## src/rtl/trim_pkg.sv

```systemverilog
// Package for the offset and full-scale trim register bank.
// Shared by the bank and its per-register storage module.
package trim_pkg;

    // Register addresses on the control write port
    localparam logic [3:0] ADDR_OFFSET = 4'h2;
    localparam logic [3:0] ADDR_GAIN = 4'h3;

    // Values after reset
    localparam logic [15:0] RST_OFFSET = 16'h007f;
    localparam logic [15:0] RST_GAIN = 16'h807f;

    // Field positions
    localparam int OFS_MAG_MSB = 15;
    localparam int OFS_MAG_LSB = 8;
    localparam int OFS_SIGN_BIT = 7;
    localparam int GAIN_MSB = 15;
    localparam int GAIN_LSB = 7;
    localparam int FILL_MSB = 6;

    // Gain code landmarks and full-scale figures in mV peak-to-peak
    localparam logic [8:0] GAIN_NOMINAL = 9'h100;
    localparam logic [8:0] GAIN_MAX = 9'h1ff;
    localparam logic [9:0] FS_MIN_MV = 10'h230;
    localparam logic [9:0] FS_NOM_MV = 10'h2bc;
    localparam logic [9:0] FS_MAX_MV = 10'h348;
    localparam logic [9:0] FS_SPAN_MV = 10'h118;
    localparam int GAIN_CODE_BITS = 9;

    // Offset span in mV, each sign
    localparam int OFS_SPAN_MV = 45;

    // One word delivered by the serial control deframer
    typedef struct packed {
        logic en;
        logic [3:0] addr;
        logic [15:0] data;
    } trim_wr_s;

    // Trim settings as applied to the analog front end
    typedef struct packed {
        logic offset_neg;
        logic [7:0] offset_mag;
        logic [8:0] gain_code;
        logic [9:0] fs_mv;
    } trim_out_s;

endpackage : trim_pkg

```

## src/rtl/trim_word.sv

```systemverilog
// One write-only 16-bit trim word with address decode.
// Assumes writes arrive as single-cycle strobes on sys_clk.
`timescale 1ns/100ps
module trim_word #(
    parameter logic [3:0] ADDR = 4'h0,
    parameter logic [15:0] RESET_VAL = 16'h0000
) (
    // Clock and reset
    input wire logic sys_clk,
    input wire logic rst,
    // Write port
    input wire trim_pkg::trim_wr_s wr,
    // Stored word
    output logic [15:0] value
);
    import trim_pkg::*;

    logic [15:0] value_reg;
    logic [15:0] value_next;
    logic hit;

    assign hit = wr.en && (wr.addr == ADDR);

    always_comb begin
        value_next = value_reg;
        if (hit) begin
            value_next = wr.data;
        end
    end

    always_ff @(posedge sys_clk) begin
        if (rst) begin
            value_reg <= RESET_VAL;
        end else begin
            value_reg <= value_next;
        end
    end

    assign value = value_reg;

    a_word_write_lands: assert property (@(posedge sys_clk) disable iff (rst)
        hit |=> value == $past(wr.data))
        else $error("trim word did not take written data");

endmodule : trim_word

```

## src/rtl/trim_bank.sv

```systemverilog
// Offset and full-scale trim register bank of the converter control block.
// Assumes a serial deframer delivers whole 16-bit words with a 4-bit address
// as one-cycle strobes, and that ext_mode is synchronous to sys_clk.
`timescale 1ns/100ps
module trim_bank #(
    parameter int GAIN_BITS = 9
) (
    // Clock and reset
    input wire logic sys_clk,
    input wire logic rst,
    // Control mode: high selects extended register control
    input wire logic ext_mode,
    // Write port from the serial control deframer
    input wire trim_pkg::trim_wr_s wr,
    // Applied trim settings
    output trim_pkg::trim_out_s trim,
    // Pulses one cycle when an applied full-scale value changes
    output logic gain_changed
);
    import trim_pkg::*;

    // Only a 9-bit gain code is served by the full-scale map
    if (GAIN_BITS != GAIN_CODE_BITS) begin : g_gain_bits_check
        $error("trim_bank supports a 9-bit gain code only");
    end

    logic [15:0] offset_word;
    logic [15:0] gain_word;
    logic [8:0] gain_field;
    logic [17:0] scaled;
    logic [9:0] fs_calc;

    trim_out_s trim_reg;
    trim_out_s trim_next;
    logic gain_changed_reg;
    logic gain_changed_next;

    // Write-only storage; no read path exists
    trim_word #(
        .ADDR(ADDR_OFFSET),
        .RESET_VAL(RST_OFFSET)
    ) u_offset (
        .sys_clk(sys_clk),
        .rst(rst),
        .wr(wr),
        .value(offset_word)
    );

    // Gain word resets to code 100h
    trim_word #(
        .ADDR(ADDR_GAIN),
        .RESET_VAL(RST_GAIN)
    ) u_gain (
        .sys_clk(sys_clk),
        .rst(rst),
        .wr(wr),
        .value(gain_word)
    );

    assign gain_field = gain_word[GAIN_MSB:GAIN_LSB];

    // Linear map 560..840 mV over the 9-bit code, monotonic
    always_comb begin
        scaled = 18'(gain_field) * 18'(FS_SPAN_MV);
        fs_calc = FS_MIN_MV + 10'(scaled >> GAIN_CODE_BITS);
        if (gain_field == GAIN_MAX) begin
            fs_calc = FS_MAX_MV;
        end
    end

    // Pin mode holds neutral trims; extended mode passes stored fields
    always_comb begin
        trim_next = trim_reg;
        if (ext_mode) begin
            trim_next.offset_neg = offset_word[OFS_SIGN_BIT];
            trim_next.offset_mag = offset_word[OFS_MAG_MSB:OFS_MAG_LSB];
            trim_next.gain_code = gain_field;
            trim_next.fs_mv = fs_calc;
        end else begin
            trim_next.offset_neg = 1'b0;
            trim_next.offset_mag = 8'h00;
            trim_next.gain_code = GAIN_NOMINAL;
            trim_next.fs_mv = FS_NOM_MV;
        end
        gain_changed_next = (trim_next.fs_mv != trim_reg.fs_mv);
    end

    always_ff @(posedge sys_clk) begin
        if (rst) begin
            trim_reg.offset_neg <= 1'b0;
            trim_reg.offset_mag <= 8'h00;
            trim_reg.gain_code <= GAIN_NOMINAL;
            trim_reg.fs_mv <= FS_NOM_MV;
            gain_changed_reg <= 1'b0;
        end else begin
            trim_reg <= trim_next;
            gain_changed_reg <= gain_changed_next;
        end
    end

    assign trim = trim_reg;
    assign gain_changed = gain_changed_reg;

    // Offset path checks
    a_sign_follows_bit: assert property (@(posedge sys_clk) disable iff (rst)
        (wr.en && wr.addr == ADDR_OFFSET && ext_mode) ##1 ext_mode
        |=> trim.offset_neg == $past(wr.data[OFS_SIGN_BIT], 2))
        else $error("offset sign does not follow bit 7");

    a_mag_follows_field: assert property (@(posedge sys_clk) disable iff (rst)
        (wr.en && wr.addr == ADDR_OFFSET && ext_mode) ##1 ext_mode
        |=> trim.offset_mag == $past(wr.data[OFS_MAG_MSB:OFS_MAG_LSB], 2))
        else $error("offset magnitude does not follow its field");

    a_zero_mag_sign: assert property (@(posedge sys_clk) disable iff (rst)
        !$past(rst) && $past(ext_mode)
        && $past(offset_word[OFS_MAG_MSB:OFS_MAG_LSB]) == 8'h00
        |-> trim.offset_mag == 8'h00
        && trim.offset_neg == $past(offset_word[OFS_SIGN_BIT]))
        else $error("sign of a zero offset magnitude lost");

    // Gain path checks
    a_gain_code_field: assert property (@(posedge sys_clk) disable iff (rst)
        !$past(rst) && $past(ext_mode)
        |-> trim.gain_code == $past(gain_word[GAIN_MSB:GAIN_LSB]))
        else $error("gain code does not follow bits 15 to 7");

    a_gain_monotonic: assert property (@(posedge sys_clk) disable iff (rst)
        (trim.gain_code > $past(trim.gain_code) |-> trim.fs_mv >= $past(trim.fs_mv)) and
        (10'(trim.gain_code) > 10'($past(trim.gain_code)) + 10'h001
        |-> trim.fs_mv > $past(trim.fs_mv)))
        else $error("full scale not monotonic in gain code");

    a_gain_map_points: assert property (@(posedge sys_clk) disable iff (rst)
        (trim.gain_code == 9'h000 |-> trim.fs_mv == FS_MIN_MV) and
        (trim.gain_code == GAIN_NOMINAL |-> trim.fs_mv == FS_NOM_MV) and
        (trim.gain_code == GAIN_MAX |-> trim.fs_mv == FS_MAX_MV))
        else $error("full scale landmark wrong");

    a_fs_range_bounds: assert property (@(posedge sys_clk) disable iff (rst)
        trim.fs_mv >= FS_MIN_MV && trim.fs_mv <= FS_MAX_MV)
        else $error("full scale outside its span");

    a_gain_applies_direct: assert property (@(posedge sys_clk) disable iff (rst)
        (wr.en && wr.addr == ADDR_GAIN && ext_mode) ##1 ext_mode
        |=> trim.gain_code == $past(wr.data[GAIN_MSB:GAIN_LSB], 2))
        else $error("new gain code not applied two cycles after write");

    a_change_pulse_marks: assert property (@(posedge sys_clk) disable iff (rst)
        !$past(rst) |-> gain_changed == (trim.fs_mv != $past(trim.fs_mv)))
        else $error("change pulse does not match a full-scale change");

    // Reset checks
    a_gain_reset_value: assert property (@(posedge sys_clk)
        $past(rst) |-> trim.gain_code == GAIN_NOMINAL && trim.fs_mv == FS_NOM_MV)
        else $error("gain not nominal after reset");

    a_offset_reset_value: assert property (@(posedge sys_clk)
        $past(rst) |-> !trim.offset_neg && trim.offset_mag == 8'h00 && !gain_changed)
        else $error("offset or change pulse not cleared after reset");

    a_stored_words_reset: assert property (@(posedge sys_clk)
        $past(rst) |-> offset_word == RST_OFFSET && gain_word == RST_GAIN)
        else $error("stored trim words not at their reset values");

    // Mode and storage checks
    a_pin_mode_neutral: assert property (@(posedge sys_clk) disable iff (rst)
        !ext_mode ##1 !ext_mode |-> !trim.offset_neg && trim.offset_mag == 8'h00
        && trim.gain_code == GAIN_NOMINAL && trim.fs_mv == FS_NOM_MV)
        else $error("trims leak in pin mode");

    a_pin_mode_still: assert property (@(posedge sys_clk) disable iff (rst)
        !ext_mode ##1 !ext_mode |=> $stable(trim))
        else $error("trims moved while in pin mode");

    a_mode_entry_applies: assert property (@(posedge sys_clk) disable iff (rst)
        !ext_mode ##1 ext_mode |=> trim.gain_code == $past(gain_word[GAIN_MSB:GAIN_LSB])
        && trim.offset_neg == $past(offset_word[OFS_SIGN_BIT]))
        else $error("stored trims not applied on entering extended mode");

    a_write_only_hold: assert property (@(posedge sys_clk) disable iff (rst)
        (!wr.en && ext_mode) ##1 ext_mode |=> $stable(trim))
        else $error("trims changed without a write");

    a_refused_addr_hold: assert property (@(posedge sys_clk) disable iff (rst)
        (wr.en && wr.addr != ADDR_OFFSET && wr.addr != ADDR_GAIN && ext_mode)
        ##1 (!wr.en && ext_mode) |=> $stable(trim))
        else $error("write to another address changed the trims");

    a_offset_keeps_gain: assert property (@(posedge sys_clk) disable iff (rst)
        (wr.en && wr.addr == ADDR_OFFSET && ext_mode) ##1 (!wr.en && ext_mode)
        |=> $stable(trim.gain_code) && $stable(trim.fs_mv))
        else $error("offset write disturbed the gain trim");

    a_gain_keeps_offset: assert property (@(posedge sys_clk) disable iff (rst)
        (wr.en && wr.addr == ADDR_GAIN && ext_mode) ##1 (!wr.en && ext_mode)
        |=> $stable(trim.offset_neg) && $stable(trim.offset_mag))
        else $error("gain write disturbed the offset trim");

    // Coverage of the main scenarios
    c_gain_write: cover property (@(posedge sys_clk) disable iff (rst)
        ext_mode && wr.en && wr.addr == ADDR_GAIN ##2 gain_changed);

    c_neg_zero: cover property (@(posedge sys_clk) disable iff (rst)
        trim.offset_neg && trim.offset_mag == 8'h00);

    c_mode_drop: cover property (@(posedge sys_clk) disable iff (rst)
        ext_mode ##1 !ext_mode);

    c_gain_max: cover property (@(posedge sys_clk) disable iff (rst)
        trim.fs_mv == FS_MAX_MV);

    c_mode_return: cover property (@(posedge sys_clk) disable iff (rst)
        !ext_mode ##1 ext_mode ##1 gain_changed);

endmodule : trim_bank

```

## config.mk

```make
export PLATFORM = sky130hd
export DESIGN_NAME = trim_bank
export DESIGN_NICKNAME = d
export VERILOG_FILES = /design/src/rtl/trim_pkg.sv /design/src/rtl/trim_word.sv /design/src/rtl/trim_bank.sv
export SDC_FILE = /design/constraint.sdc
export NUM_CORES = 1
export LEC_CHECK = 0
export BUFFER_PORTS_ARGS = -buffer_cell sky130_fd_sc_hd__buf_4
export CAP_MARGIN = 20
export CORE_MARGIN = 4
export CORE_UTILIZATION = 40
export CTS_CLUSTER_DIAMETER = 100
export DETAILED_ROUTE_END_ITERATION = 7
export HOLD_SLACK_MARGIN = 0.15
export PLACE_DENSITY_LB_ADDON = 0.2
export SYNTH_ARGS = -nofsm -noshare
export SYNTH_HDL_FRONTEND = slang
export SYNTH_SLANG_ARGS = --single-unit
```

## constraint.sdc

```tcl
create_clock -name sys_clk -period 11.08 [get_ports sys_clk]
set_input_delay 3.324 -clock sys_clk [delete_from_list [all_inputs] [get_ports sys_clk]]
set_output_delay 3.324 -clock sys_clk [all_outputs]
set_load 0.02 [all_outputs]
```

### Word level (Yosys, flattened, before mapping)

Cells that the tools add are included.
Widths: inputs -> output; s select.

| operators by class | value |
|---|---|
| multiply operators | 1 |
| add/subtract/negate cells | 1 |
| bitwise operators | 1 |
| reduce and logical (&&, ||, !) cells | 3 |
| muxes and demuxes | 2 |
| eq/ne operators | 4 |

Operators with widths:

| kind | number |
|---|---|
| $mux 10 | 2 |
| $mul 9x6->15 const B | 1 |
| $add 10x9->10 const A | 1 |
| $ne 10x10->1 | 1 |
| $eq 9x9->1 const B | 1 |
| $eq 4x2->1 const B | 2 |
| $logic_and 1x1->1 | 2 |
| $reduce_or 2->1 | 1 |
| $not 1->1 | 1 |

| word-level totals | value |
|---|---|
| register bits | 61 |
| output and inout port bits | 29 |
| input bits | 24 |
| logic and storage cells | 19 |

### Logic depth before layout (Yosys ltp)

Gate-level depths: netlist of run 1.

| logic depth | value |
|---|---|
| depth after elaboration | 5 |
| mapped depth | 20 |
| depth with buffers taken out | 19 |

### Modules after synthesis

From an unflattened synthesis of run 1, not the netlist that was laid out.

| second synthesis, totals | value |
|---|---|
| cell total of the unflattened synthesis | 357 |
| area, all modules | 3,364.5 sq um |

By module, submodules not included:

| module | instances | cells each | seq. area each (sq um) | area an instance (sq um) |
|---|---|---|---|---|
| trim_bank | 1 | 217 | 580.6 | 1,973.1 |
| trim_word (u_gain) | 1 | 70 | 320.3 | 698.2 |
| trim_word (u_offset) | 1 | 70 | 320.3 | 693.2 |

### Worst setup path after synthesis of run 1

OpenSTA, ideal clock, no wires.

| timing path | value |
|---|---|
| path kind | input-to-reg |
| start | input port ext_mode |
| end | register gain_changed_reg, in the netlist gain_changed |
| setup slack | 6.220 ns |
| library setup time | 0.121 ns |
| path buffers | 1 |
| cell stages on the path | 9 |
| data required time | 10.959 ns |
| arrival time | 4.739 ns |
| path through | buf_2 -> inv_1 -> a21oi_1 -> nand3_1 -> a221oi_1 -> nand4_1 -> nor4_1 -> a41o_1 -> nand3_2 |

| on the way | value |
|---|---|
| word-level cells in the longest chain between the ends | 2 |

RTL lines:

| what | RTL line | text |
|---|---|---|
| start: declaration | trim_bank.sv:12 | `input wire logic ext_mode,` |
| $mux 10 | trim_bank.sv:74 | `if (ext_mode) begin` |
| $ne 10x10->1 | trim_bank.sv:85 | `gain_changed_next = (trim_next.fs_mv != trim_reg.fs_mv);` |
| end signal: assignment | trim_bank.sv:97 | `gain_changed_reg <= gain_changed_next;` |
| end: declaration | trim_bank.sv:35 | `logic gain_changed_reg;` |

No other way between the ends.
A chain may end at the register's enable or synchronous reset.

### Final worst setup path of run 1

| timing path | value |
|---|---|
| start | register u_gain.value_reg[14], in the netlist u_gain.value[14] |
| end | register gain_changed_reg, in the netlist gain_changed |

| on the way | value |
|---|---|
| word-level cells in the longest chain between the ends | 5 |
| elaborated cells on any way between the ends | 6 |
| those cells by class | 1 x add/sub; 1 x mul; 2 x eq/ne; 2 x mux |

RTL lines:

| what | RTL line | text |
|---|---|---|
| start: declaration | trim_word.sv:18 | `logic [15:0] value_reg;` |
| start signal: assignment | trim_word.sv:35 | `value_reg <= value_next;` |
| $mul 9x6->15 | trim_bank.sv:64 | `scaled = 18'(gain_field) * 18'(FS_SPAN_MV);` |
| $add 10x9->10 | trim_bank.sv:65 | `fs_calc = FS_MIN_MV + 10'(scaled >> GAIN_CODE_BITS);` |
| $mux 10 (*) | trim_bank.sv:66 | `if (gain_field == GAIN_MAX) begin` |
| $mux 10 (*) | trim_bank.sv:74 |  |
| $ne 10x10->1 (*) | trim_bank.sv:85 |  |

Mark *: on every way between the ends. The rest lies on a longest branch, timed or not.

==> impl_metrics.yaml, run 1 <==
clock_tree:
  numCtsBuffers: 5
  tritoncts_num_sinks: 47
  post_cts_hold_buffer_count: 0
  tritoncts: "built"
  worst_skew_pair.late_latency_ps: 300
  clkTransAtPathRegs_ps: 90
  cts_resized: 0
  post_cts.repair.setup_buffers: 0
  cts_root_buf: "sky130_fd_sc_hd__clkbuf_8"
  cts_htree_levels: 2
  cts-root-to-sink-buffers: 2
setup_path:
  worstPathArrival_ps: 5140
  cp_cell_sequence: "ha_1 -> ha_1 -> inv_1 -> fa_1 -> inv_1 -> ha_1 -> nor2_1 -> a21oi_1 -> a211o_1 -> and3_1 -> ha_1 -> xnor2_1 -> o22ai_1 -> a221oi_1 -> nand4_1 -> nor4_1 -> a41o_1 -> nand3_2"
  path_buf_inv: 2
  required_ps: 11280
  worstSetupStartpointType: "register"
  worst-setup-path-type: "register to register"
  critical-path-top-cell-by-count: "sky130_fd_sc_hd__ha_1"
  cp_slowest_cell: "sky130_fd_sc_hd__dfxtp_1"
  worst_path_largest_cell_delay_ps: 530
  critPathTopFamily: "adder cells"
  crit_path_max_fanout: 8
  worst_setup_path_end_kind: "register"
place:
  port_buf_inserts: 45
  dp_hpwl_um: 4581
  place.gp.congestion: 0.8474
synth:
  syn_avg_cell_area_um2: 9.181
  synth-seq-area-share: 0.3534
  asyncSetResetFlopFracSynth: 0
  netlist_area_um2: 2663
  synth_fp_nets: 343
  synthesis.instances: 290
  yosysWarnings: 0
  synth_enable_flop_cells: 0
  ys_types: 51
  number_of_synthesized_register_bits: 47
  postSynth.topFlopCell: "sky130_fd_sc_hd__dfxtp_1"
floorplan:
  die-width_um: 89.59
  die-height_um: 89.59
  die-area_um2: 8025
  row_count: 29
  io_pins: 53
  floorplan.core_area_um2: 6422
  initial_utilization: 0.4146
sta:
  unrepaired_setup_endpoints_after_global_routing: "false"
  worst_slew_margin_rel: 0.3470
  worst-slew-pin-transition_ps: 975.9
  report.final.hold_viol_count: 0
  finalSetupTns_ps: 0
  finClkSkew_ps: 8.248
  timing.final.crit_share: 0.4461
  finalCriticalPeriod_ps: 4943
  max_clock_freq_mhz: 202.3
  whs_ps: 461.4
  timing.final.setup_violations: 0
  slew_violations: 0
global_route:
  via_count_of_the_first_global_routing_pass: 2007
  overall_overflow_remaining_after_global_route: 0
  groute.usage.overall: 0.1601
  largest_net_degree_at_the_start_of_global_routing: 27
  grt_antenna_before_repair: 0
  wire_length_of_the_first_global_routing_pass_um: 9832
final_layout:
  area_of_the_multi_input_gates_um2: 1592
  area_growth_pct: 18.37
  register_area_um2: 940.9
  fin_nets: 387
  antenna_cells: 0
  nFillCells: 635
  layout-drive-gt1-share: 0.2000
  largest_reg_flops: 28
pwr:
  power_uw: 312.7
  vdd.ir_drop.worst_uv: 53.31
  cell_leakage_power_nw: 1.476
  power_density_nw_per_um2: 99.20
detailed_routing:
  drtPass1Iterations: 4
  routed_wire_length_per_instance_um: 14.38
  drc_viols: 0
  routed_via_density: 5.367
  vias: 2211
  route.final.wire_length_um: 5925
  drt_first_iter_violations: 129
  final_antenna_net_count: 0
worst_hold_path:
  holdCritPathClass: "register to register"
run_status:
  outcome: "completed"
flow_run:
  max_cap_violations: 0
synth_stat cells (2+ instances only):
master | n | area share
sky130_fd_sc_hd__nand2b_1 | 3 | 0.0070
sky130_fd_sc_hd__nor4_1 | 3 | 0.0070
sky130_fd_sc_hd__inv_1 | 23 | 0.032
sky130_fd_sc_hd__xnor2_1 | 3 | 0.0099
sky130_fd_sc_hd__mux2i_1 | 19 | 0.071
sky130_fd_sc_hd__ha_1 | 25 | 0.12
sky130_fd_sc_hd__o211ai_1 | 3 | 0.0085
sky130_fd_sc_hd__nand4_1 | 5 | 0.012
sky130_fd_sc_hd__o21ai_0 | 8 | 0.015
sky130_fd_sc_hd__xor2_1 | 2 | 0.0066
sky130_fd_sc_hd__or3_1 | 2 | 0.0047
sky130_fd_sc_hd__nand2_1 | 18 | 0.025
sky130_fd_sc_hd__nor2_1 | 30 | 0.042
sky130_fd_sc_hd__a221oi_1 | 2 | 0.0066
sky130_fd_sc_hd__dfxtp_1 | 47 | 0.35
sky130_fd_sc_hd__nor3_1 | 5 | 0.0094
sky130_fd_sc_hd__a31oi_1 | 4 | 0.0094
sky130_fd_sc_hd__a211o_1 | 3 | 0.0099
sky130_fd_sc_hd__nand3_1 | 11 | 0.021
sky130_fd_sc_hd__a21o_1 | 2 | 0.0056
sky130_fd_sc_hd__o22ai_1 | 2 | 0.0047
sky130_fd_sc_hd__a21oi_2 | 3 | 0.0099
sky130_fd_sc_hd__fa_1 | 4 | 0.030
sky130_fd_sc_hd__buf_2 | 2 | 0.0038
sky130_fd_sc_hd__o311a_1 | 2 | 0.0075
sky130_fd_sc_hd__nor2b_1 | 3 | 0.0070
sky130_fd_sc_hd__and2_1 | 20 | 0.047
sky130_fd_sc_hd__nor3b_1 | 2 | 0.0056
sky130_fd_sc_hd__clkbuf_1 | 6 | 0.0085
sky130_fd_sc_hd__a21oi_1 | 7 | 0.013
through the flow:
stage          utilization  instance area (um2)  std cells  setup slack (ps)
2_1_floorplan            -                 2663        290              6220
3_3_place_gp        0.4765                 3060        404              5867
3_5_place_dp        0.4765                 3060        404              5898
4_1_cts             0.4907                 3152        412              6169
5_1_grt             0.4907                 3152        412              5710
6_report            0.4907                 3152        412              6137
cells in the final DEF, fill, tap and decap left out, types with 4 or more instances in the layout:
| master | n |
|---|---|
| sky130_fd_sc_hd__dfxtp_1 | 47 |
| sky130_fd_sc_hd__nand4_1 | 5 |
| sky130_fd_sc_hd__ha_1 | 25 |
| sky130_fd_sc_hd__fa_1 | 4 |
| sky130_fd_sc_hd__inv_1 | 23 |
| sky130_fd_sc_hd__and2_1 | 20 |
| sky130_fd_sc_hd__nor3_1 | 5 |
| sky130_fd_sc_hd__nand3_1 | 11 |
| sky130_fd_sc_hd__buf_4 | 46 |
| sky130_fd_sc_hd__clkbuf_8 | 5 |
| sky130_fd_sc_hd__nor2_1 | 30 |
| sky130_fd_sc_hd__a31oi_1 | 4 |
| sky130_fd_sc_hd__mux2i_1 | 19 |
| sky130_fd_sc_hd__nand2_1 | 18 |
| sky130_fd_sc_hd__a21oi_1 | 7 |
| sky130_fd_sc_hd__o21ai_0 | 8 |
report_power, final:
group / leakage, nW / switching, mW / internal (mW)
combinational: 1.05 / 0.0183 / 0.0145
sequential: 0.380 / 0.00181 / 0.171
clock: 0.0489 / 0.0614 / 0.0457
total: 1.48 / 0.0815 / 0.231
routing by layer:
metal	share of wire	track usage	wire (um)	up-vias
met5	0	0	0	-
met4	0.012	0.05007	72	0
met1	0.47	0.2202	2767	1044
li1	-	-	-	1104
met2	0.47	0.2580	2791	59
met3	0.049	0.02372	293	4
area by class of cell:
| cell class | count | share of cell area |
|---|---|---|
| clock buffer | 5 | 0.02183 |
| tap | 77 | 0.03057 |
| multi-input combinational | 211 | 0.5050 |
| clock inverter | 3 | 0.007146 |
| sequential | 47 | 0.2985 |
| timing repair buffer | 46 | 0.1096 |
| inverter | 23 | 0.02739 |
kinds of logic (layout without fill, tap and decap cells):
family          Yosys count  in the layout  synth area share
simple gates            108            108            0.2086
compound gates           48             48            0.1433
flops                    47             47            0.3534
buf+inv                  32             77           0.04887
fa+ha+maj                29             29            0.1476
mux                      20             20           0.07566
xor+xnor                  6              6           0.02256
worst reg2reg max path, stage by stage, from the launching register on:
cell                       delay (ps)
sky130_fd_sc_hd__dfxtp_1          530
sky130_fd_sc_hd__ha_1             300
sky130_fd_sc_hd__ha_1             270
sky130_fd_sc_hd__inv_1             50
sky130_fd_sc_hd__fa_1             530
sky130_fd_sc_hd__inv_1             50
sky130_fd_sc_hd__ha_1             220
sky130_fd_sc_hd__nor2_1           170
sky130_fd_sc_hd__a21oi_1          170
sky130_fd_sc_hd__a211o_1          330
sky130_fd_sc_hd__and3_1           290
sky130_fd_sc_hd__ha_1             260
sky130_fd_sc_hd__xnor2_1          500
sky130_fd_sc_hd__o22ai_1          180
sky130_fd_sc_hd__a221oi_1         230
sky130_fd_sc_hd__nand4_1          120
sky130_fd_sc_hd__nor4_1           380
sky130_fd_sc_hd__a41o_1           230
sky130_fd_sc_hd__nand3_2           50
final timing paths:
check / startpoint / to / slack [ps] / depth (start not counted)
setup / recovery: u_gain.value[14] / gain_changed / 6140 / 18
hold reg to reg: u_offset.value[9] / trim[20] / 460 / 1
hold / removal: u_offset.value[9] / trim[20] / 460 / 1
setup reg to reg: u_gain.value[14] / gain_changed / 6140 / 18
Power figures use the tool's default switching activity.
==> run 2: changes to the inputs <==
--- a/config.mk
+++ b/config.mk
@@ -5,6 +5,7 @@
 export SDC_FILE = /design/constraint.sdc
 export NUM_CORES = 1
 export LEC_CHECK = 0
+export ABC_AREA = 1
 export BUFFER_PORTS_ARGS = -buffer_cell sky130_fd_sc_hd__buf_4
 export CAP_MARGIN = 20
 export CORE_MARGIN = 4
==> constraint.sdc (replaced) <==
create_clock -name sys_clk -period 5.1 [get_ports sys_clk]
set_input_delay 1.53 -clock sys_clk [delete_from_list [all_inputs] [get_ports sys_clk]]
set_output_delay 1.53 -clock sys_clk [all_outputs]
set_load 0.02 [all_outputs]
==> run 2 against run 1 <==
- first-iteration DRC count decreased by 38%
- die area decreased by 1.5%
- core utilization about the same
- clock skew increased by 0.52 ps
- synthesized cell count increased by 23%
- largest power group unchanged
- highest routed layer unchanged
==> impl_metrics.yaml, run 2 <==
pwr:
  vdd.ir_drop.worst_uv: 143.4
  power_uw: 695.9
  cellInternalPower_uw: 508.3
  power.share.sequential: 0.544
  netSwitchingFraction: 0.2696
  cell_leakage_power_nw: 1.623
  power_density_nw_per_um2: 223.5
  netSwitchingPower_uw: 187.6
  clk_network_pwr_share: 0.326
  power_frac_comb: 0.130
global_route:
  busiest_layer: "met2"
  groute.usage.overall: 0.1538
  largest_net_degree_at_the_start_of_global_routing: 23
  via_count_of_the_first_global_routing_pass: 2285
  grt_use_met2: 0.2652
  wire_length_of_the_first_global_routing_pass_um: 9701
  grt_antenna_before_repair: 0
  met1_usage: 0.1966
  grt.met3_usage: 0.03594
  overall_overflow_remaining_after_global_route: 0
clock_tree:
  clkTransAtPathRegs_ps: 80
  cts_root_buf: "sky130_fd_sc_hd__clkbuf_8"
  post_cts.repair.setup_buffers: 0
  tritoncts_num_sinks: 47
  cts_resized: 0
  tritoncts: "built"
  cts-root-to-sink-buffers: 2
  worst_skew_pair.late_latency_ps: 300
  cts_htree_levels: 2
  post_cts_hold_buffer_count: 0
  numCtsBuffers: 5
final_layout:
  layout.cells.most_common_list: "61 x sky130_fd_sc_hd__nand2_1, 60 x sky130_fd_sc_hd__inv_1, 47 x sky130_fd_sc_hd__dfxtp_1, 45 x sky130_fd_sc_hd__buf_4, 39 x sky130_fd_sc_hd__nor2_1"
  fin_util: 0.4904
  area_growth_pct: 18.92
  largest_reg_flops: 28
  layout_commonest_cell: "sky130_fd_sc_hd__nand2_1"
  fin_area_um2: 3114
  fin_nets: 454
  layout-drive-gt1-share: 0.1841
  antenna_cells: 0
  nFillCells: 656
setup_path:
  required_ps: 5290
  worst-setup-path-type: "register to register"
  worst_setup_path_end_kind: "register"
  worstSetupStartpointType: "register"
  worstPathArrival_ps: 4260
  worst_r2r_path_depth: 24
  crit_path_max_fanout: 5
floorplan:
  initial_utilization: 0.4124
  die-width_um: 88.91
  floorplan.core_area_um2: 6350
  io_pins: 53
  row_count: 29
  die-height_um: 88.91
  die-area_um2: 7905
place:
  port_buf_inserts: 45
  dp_hpwl_um: 4458
  placed_area_um2: 3025
  pre_cts_ws_ps: 1016
  place.gp.congestion: 0.8826
sta:
  worst-slew-pin-transition_ps: 602.6
  unrepaired_setup_endpoints_after_global_routing: "false"
  timing.final.setup_violations: 0
  fin_ws_ps: 1036
  finClkSkew_ps: 8.771
  timing.final.crit_share: 0.7968
  max_clock_freq_mhz: 246.1
  worst_slew_margin_rel: 0.5971
  finalSetupTns_ps: 0
  report.final.hold_viol_count: 0
  slew_violations: 0
  finalCriticalPeriod_ps: 4064
synth:
  syn_avg_cell_area_um2: 7.356
  number_of_synthesized_register_bits: 47
  postSynth.topFlopCell: "sky130_fd_sc_hd__dfxtp_1"
  synth_enable_flop_cells: 0
  netlist_top_cells_area: "sky130_fd_sc_hd__dfxtp_1 36%, sky130_fd_sc_hd__ha_1 12%, sky130_fd_sc_hd__nand2_1 8.7%"
  ys_types: 29
  synth_fp_nets: 409
  asyncSetResetFlopFracSynth: 0
  netlist_area_um2: 2619
  synthesis.instances: 356
  synthDominantCellAreaShare: 0.3593
  synth-seq-area-share: 0.3593
  yosysMostFrequentCell: "sky130_fd_sc_hd__nand2_1"
  synth.largest_area_cell: "sky130_fd_sc_hd__dfxtp_1"
  yosysWarnings: 0
  synth.cells.most_frequent: "61 x sky130_fd_sc_hd__nand2_1, 60 x sky130_fd_sc_hd__inv_1, 47 x sky130_fd_sc_hd__dfxtp_1, 39 x sky130_fd_sc_hd__nor2_1, 25 x sky130_fd_sc_hd__ha_1"
worst_hold_path:
  holdCritPathClass: "register to register"
  worst_hold_path.num_cells: 2
detailed_routing:
  vias: 2285
  drtPass1Iterations: 4
  drt_first_iter_violations: 80
  routed_via_density: 4.770
  final_antenna_net_count: 0
  route.final.wire_length_um: 5576
  drc_viols: 0
  routed_wire_length_per_instance_um: 11.64
run_status:
  outcome: "completed"
flow_run:
  max_cap_violations: 0
run 2: cell count changes in the layout (fill, tap and decap cells not counted), sizes merged, moves of 14 or more:
cell / change
and2: -19
inv: +38
mux2i: -19
nand2: +53
nor2: +14
o21ai: +14
run 2: kinds of logic after synthesis:
group	synth area share
AO/OA/AOI/OAI	0.09508
XOR/XNOR	0.01338
adder cells (fa/ha/maj)	0.1500
buffers and inverters	0.1008
flip-flops	0.3593
AND/OR/NAND/NOR	0.2814
run 2: final timing paths:
path | slack (ps) | end | from
max | 1040 | gain_changed | u_gain.value[15]
min reg2reg | 440 | trim[26] | u_offset.value[15]
max reg2reg | 1040 | gain_changed | u_gain.value[15]
min | 440 | trim[26] | u_offset.value[15]
run 2: area by class of cell:
cell class,count,area (um2),share of cell area
Tap cell,77,96.34,0.03094
Inverter,63,236.5,0.07593
Timing Repair Buffer,45,337.8,0.1085
Multi-Input combinational cell,239,1414,0.4540
Clock buffer,6,72.57,0.02330
Sequential cell,47,940.9,0.3021
Clock inverter,2,16.27,0.005223
run 2: critical path, stage by stage (launching register included):
cell and delay [ps]:
sky130_fd_sc_hd__dfxtp_1 470, sky130_fd_sc_hd__ha_1 290, sky130_fd_sc_hd__ha_1 270, sky130_fd_sc_hd__inv_1 50
sky130_fd_sc_hd__fa_1 490, sky130_fd_sc_hd__inv_1 40, sky130_fd_sc_hd__ha_1 350, sky130_fd_sc_hd__a21oi_1 320
sky130_fd_sc_hd__nor3_1 90, sky130_fd_sc_hd__nor2_1 130, sky130_fd_sc_hd__nand3_1 110, sky130_fd_sc_hd__and2_1 170
sky130_fd_sc_hd__ha_1 270, sky130_fd_sc_hd__inv_1 40, sky130_fd_sc_hd__nand2_1 70, sky130_fd_sc_hd__nand2_1 60
sky130_fd_sc_hd__xor2_1 150, sky130_fd_sc_hd__nor2_1 100, sky130_fd_sc_hd__nand2_1 50, sky130_fd_sc_hd__nor2_1 100
sky130_fd_sc_hd__nand2_1 80, sky130_fd_sc_hd__nor2_1 90, sky130_fd_sc_hd__nand2_1 50, sky130_fd_sc_hd__nor2_1 90
sky130_fd_sc_hd__nor2_1 40
run 2: metrics by stage:
step	cells	hold slack, ps
after CTS	479	442.4
after global placement	471	428.3
after global routing	479	467.7
after floorplan	356	416.0
after detailed placement	471	426.4
final	479	441.2
run 2: power groups by stage:
| stage | logic (mW) | clock network (mW) | registers (mW) |
|---|---|---|---|
| CTS | 0.0919 | 0.234 | 0.379 |
| detailed placement | 0.0912 | 0 | 0.387 |
| finish | 0.0904 | 0.227 | 0.378 |
| floorplan | 0.0553 | 0 | 0.392 |
| global placement | 0.0901 | 0 | 0.387 |
| global route | 0.104 | 0.249 | 0.379 |
run 2: per-layer routing:
layer,routed length [um],vias up
met5,0,-
met4,48,0
met3,269,6
met2,2571,42
met1,2685,1018
li1,-,1219
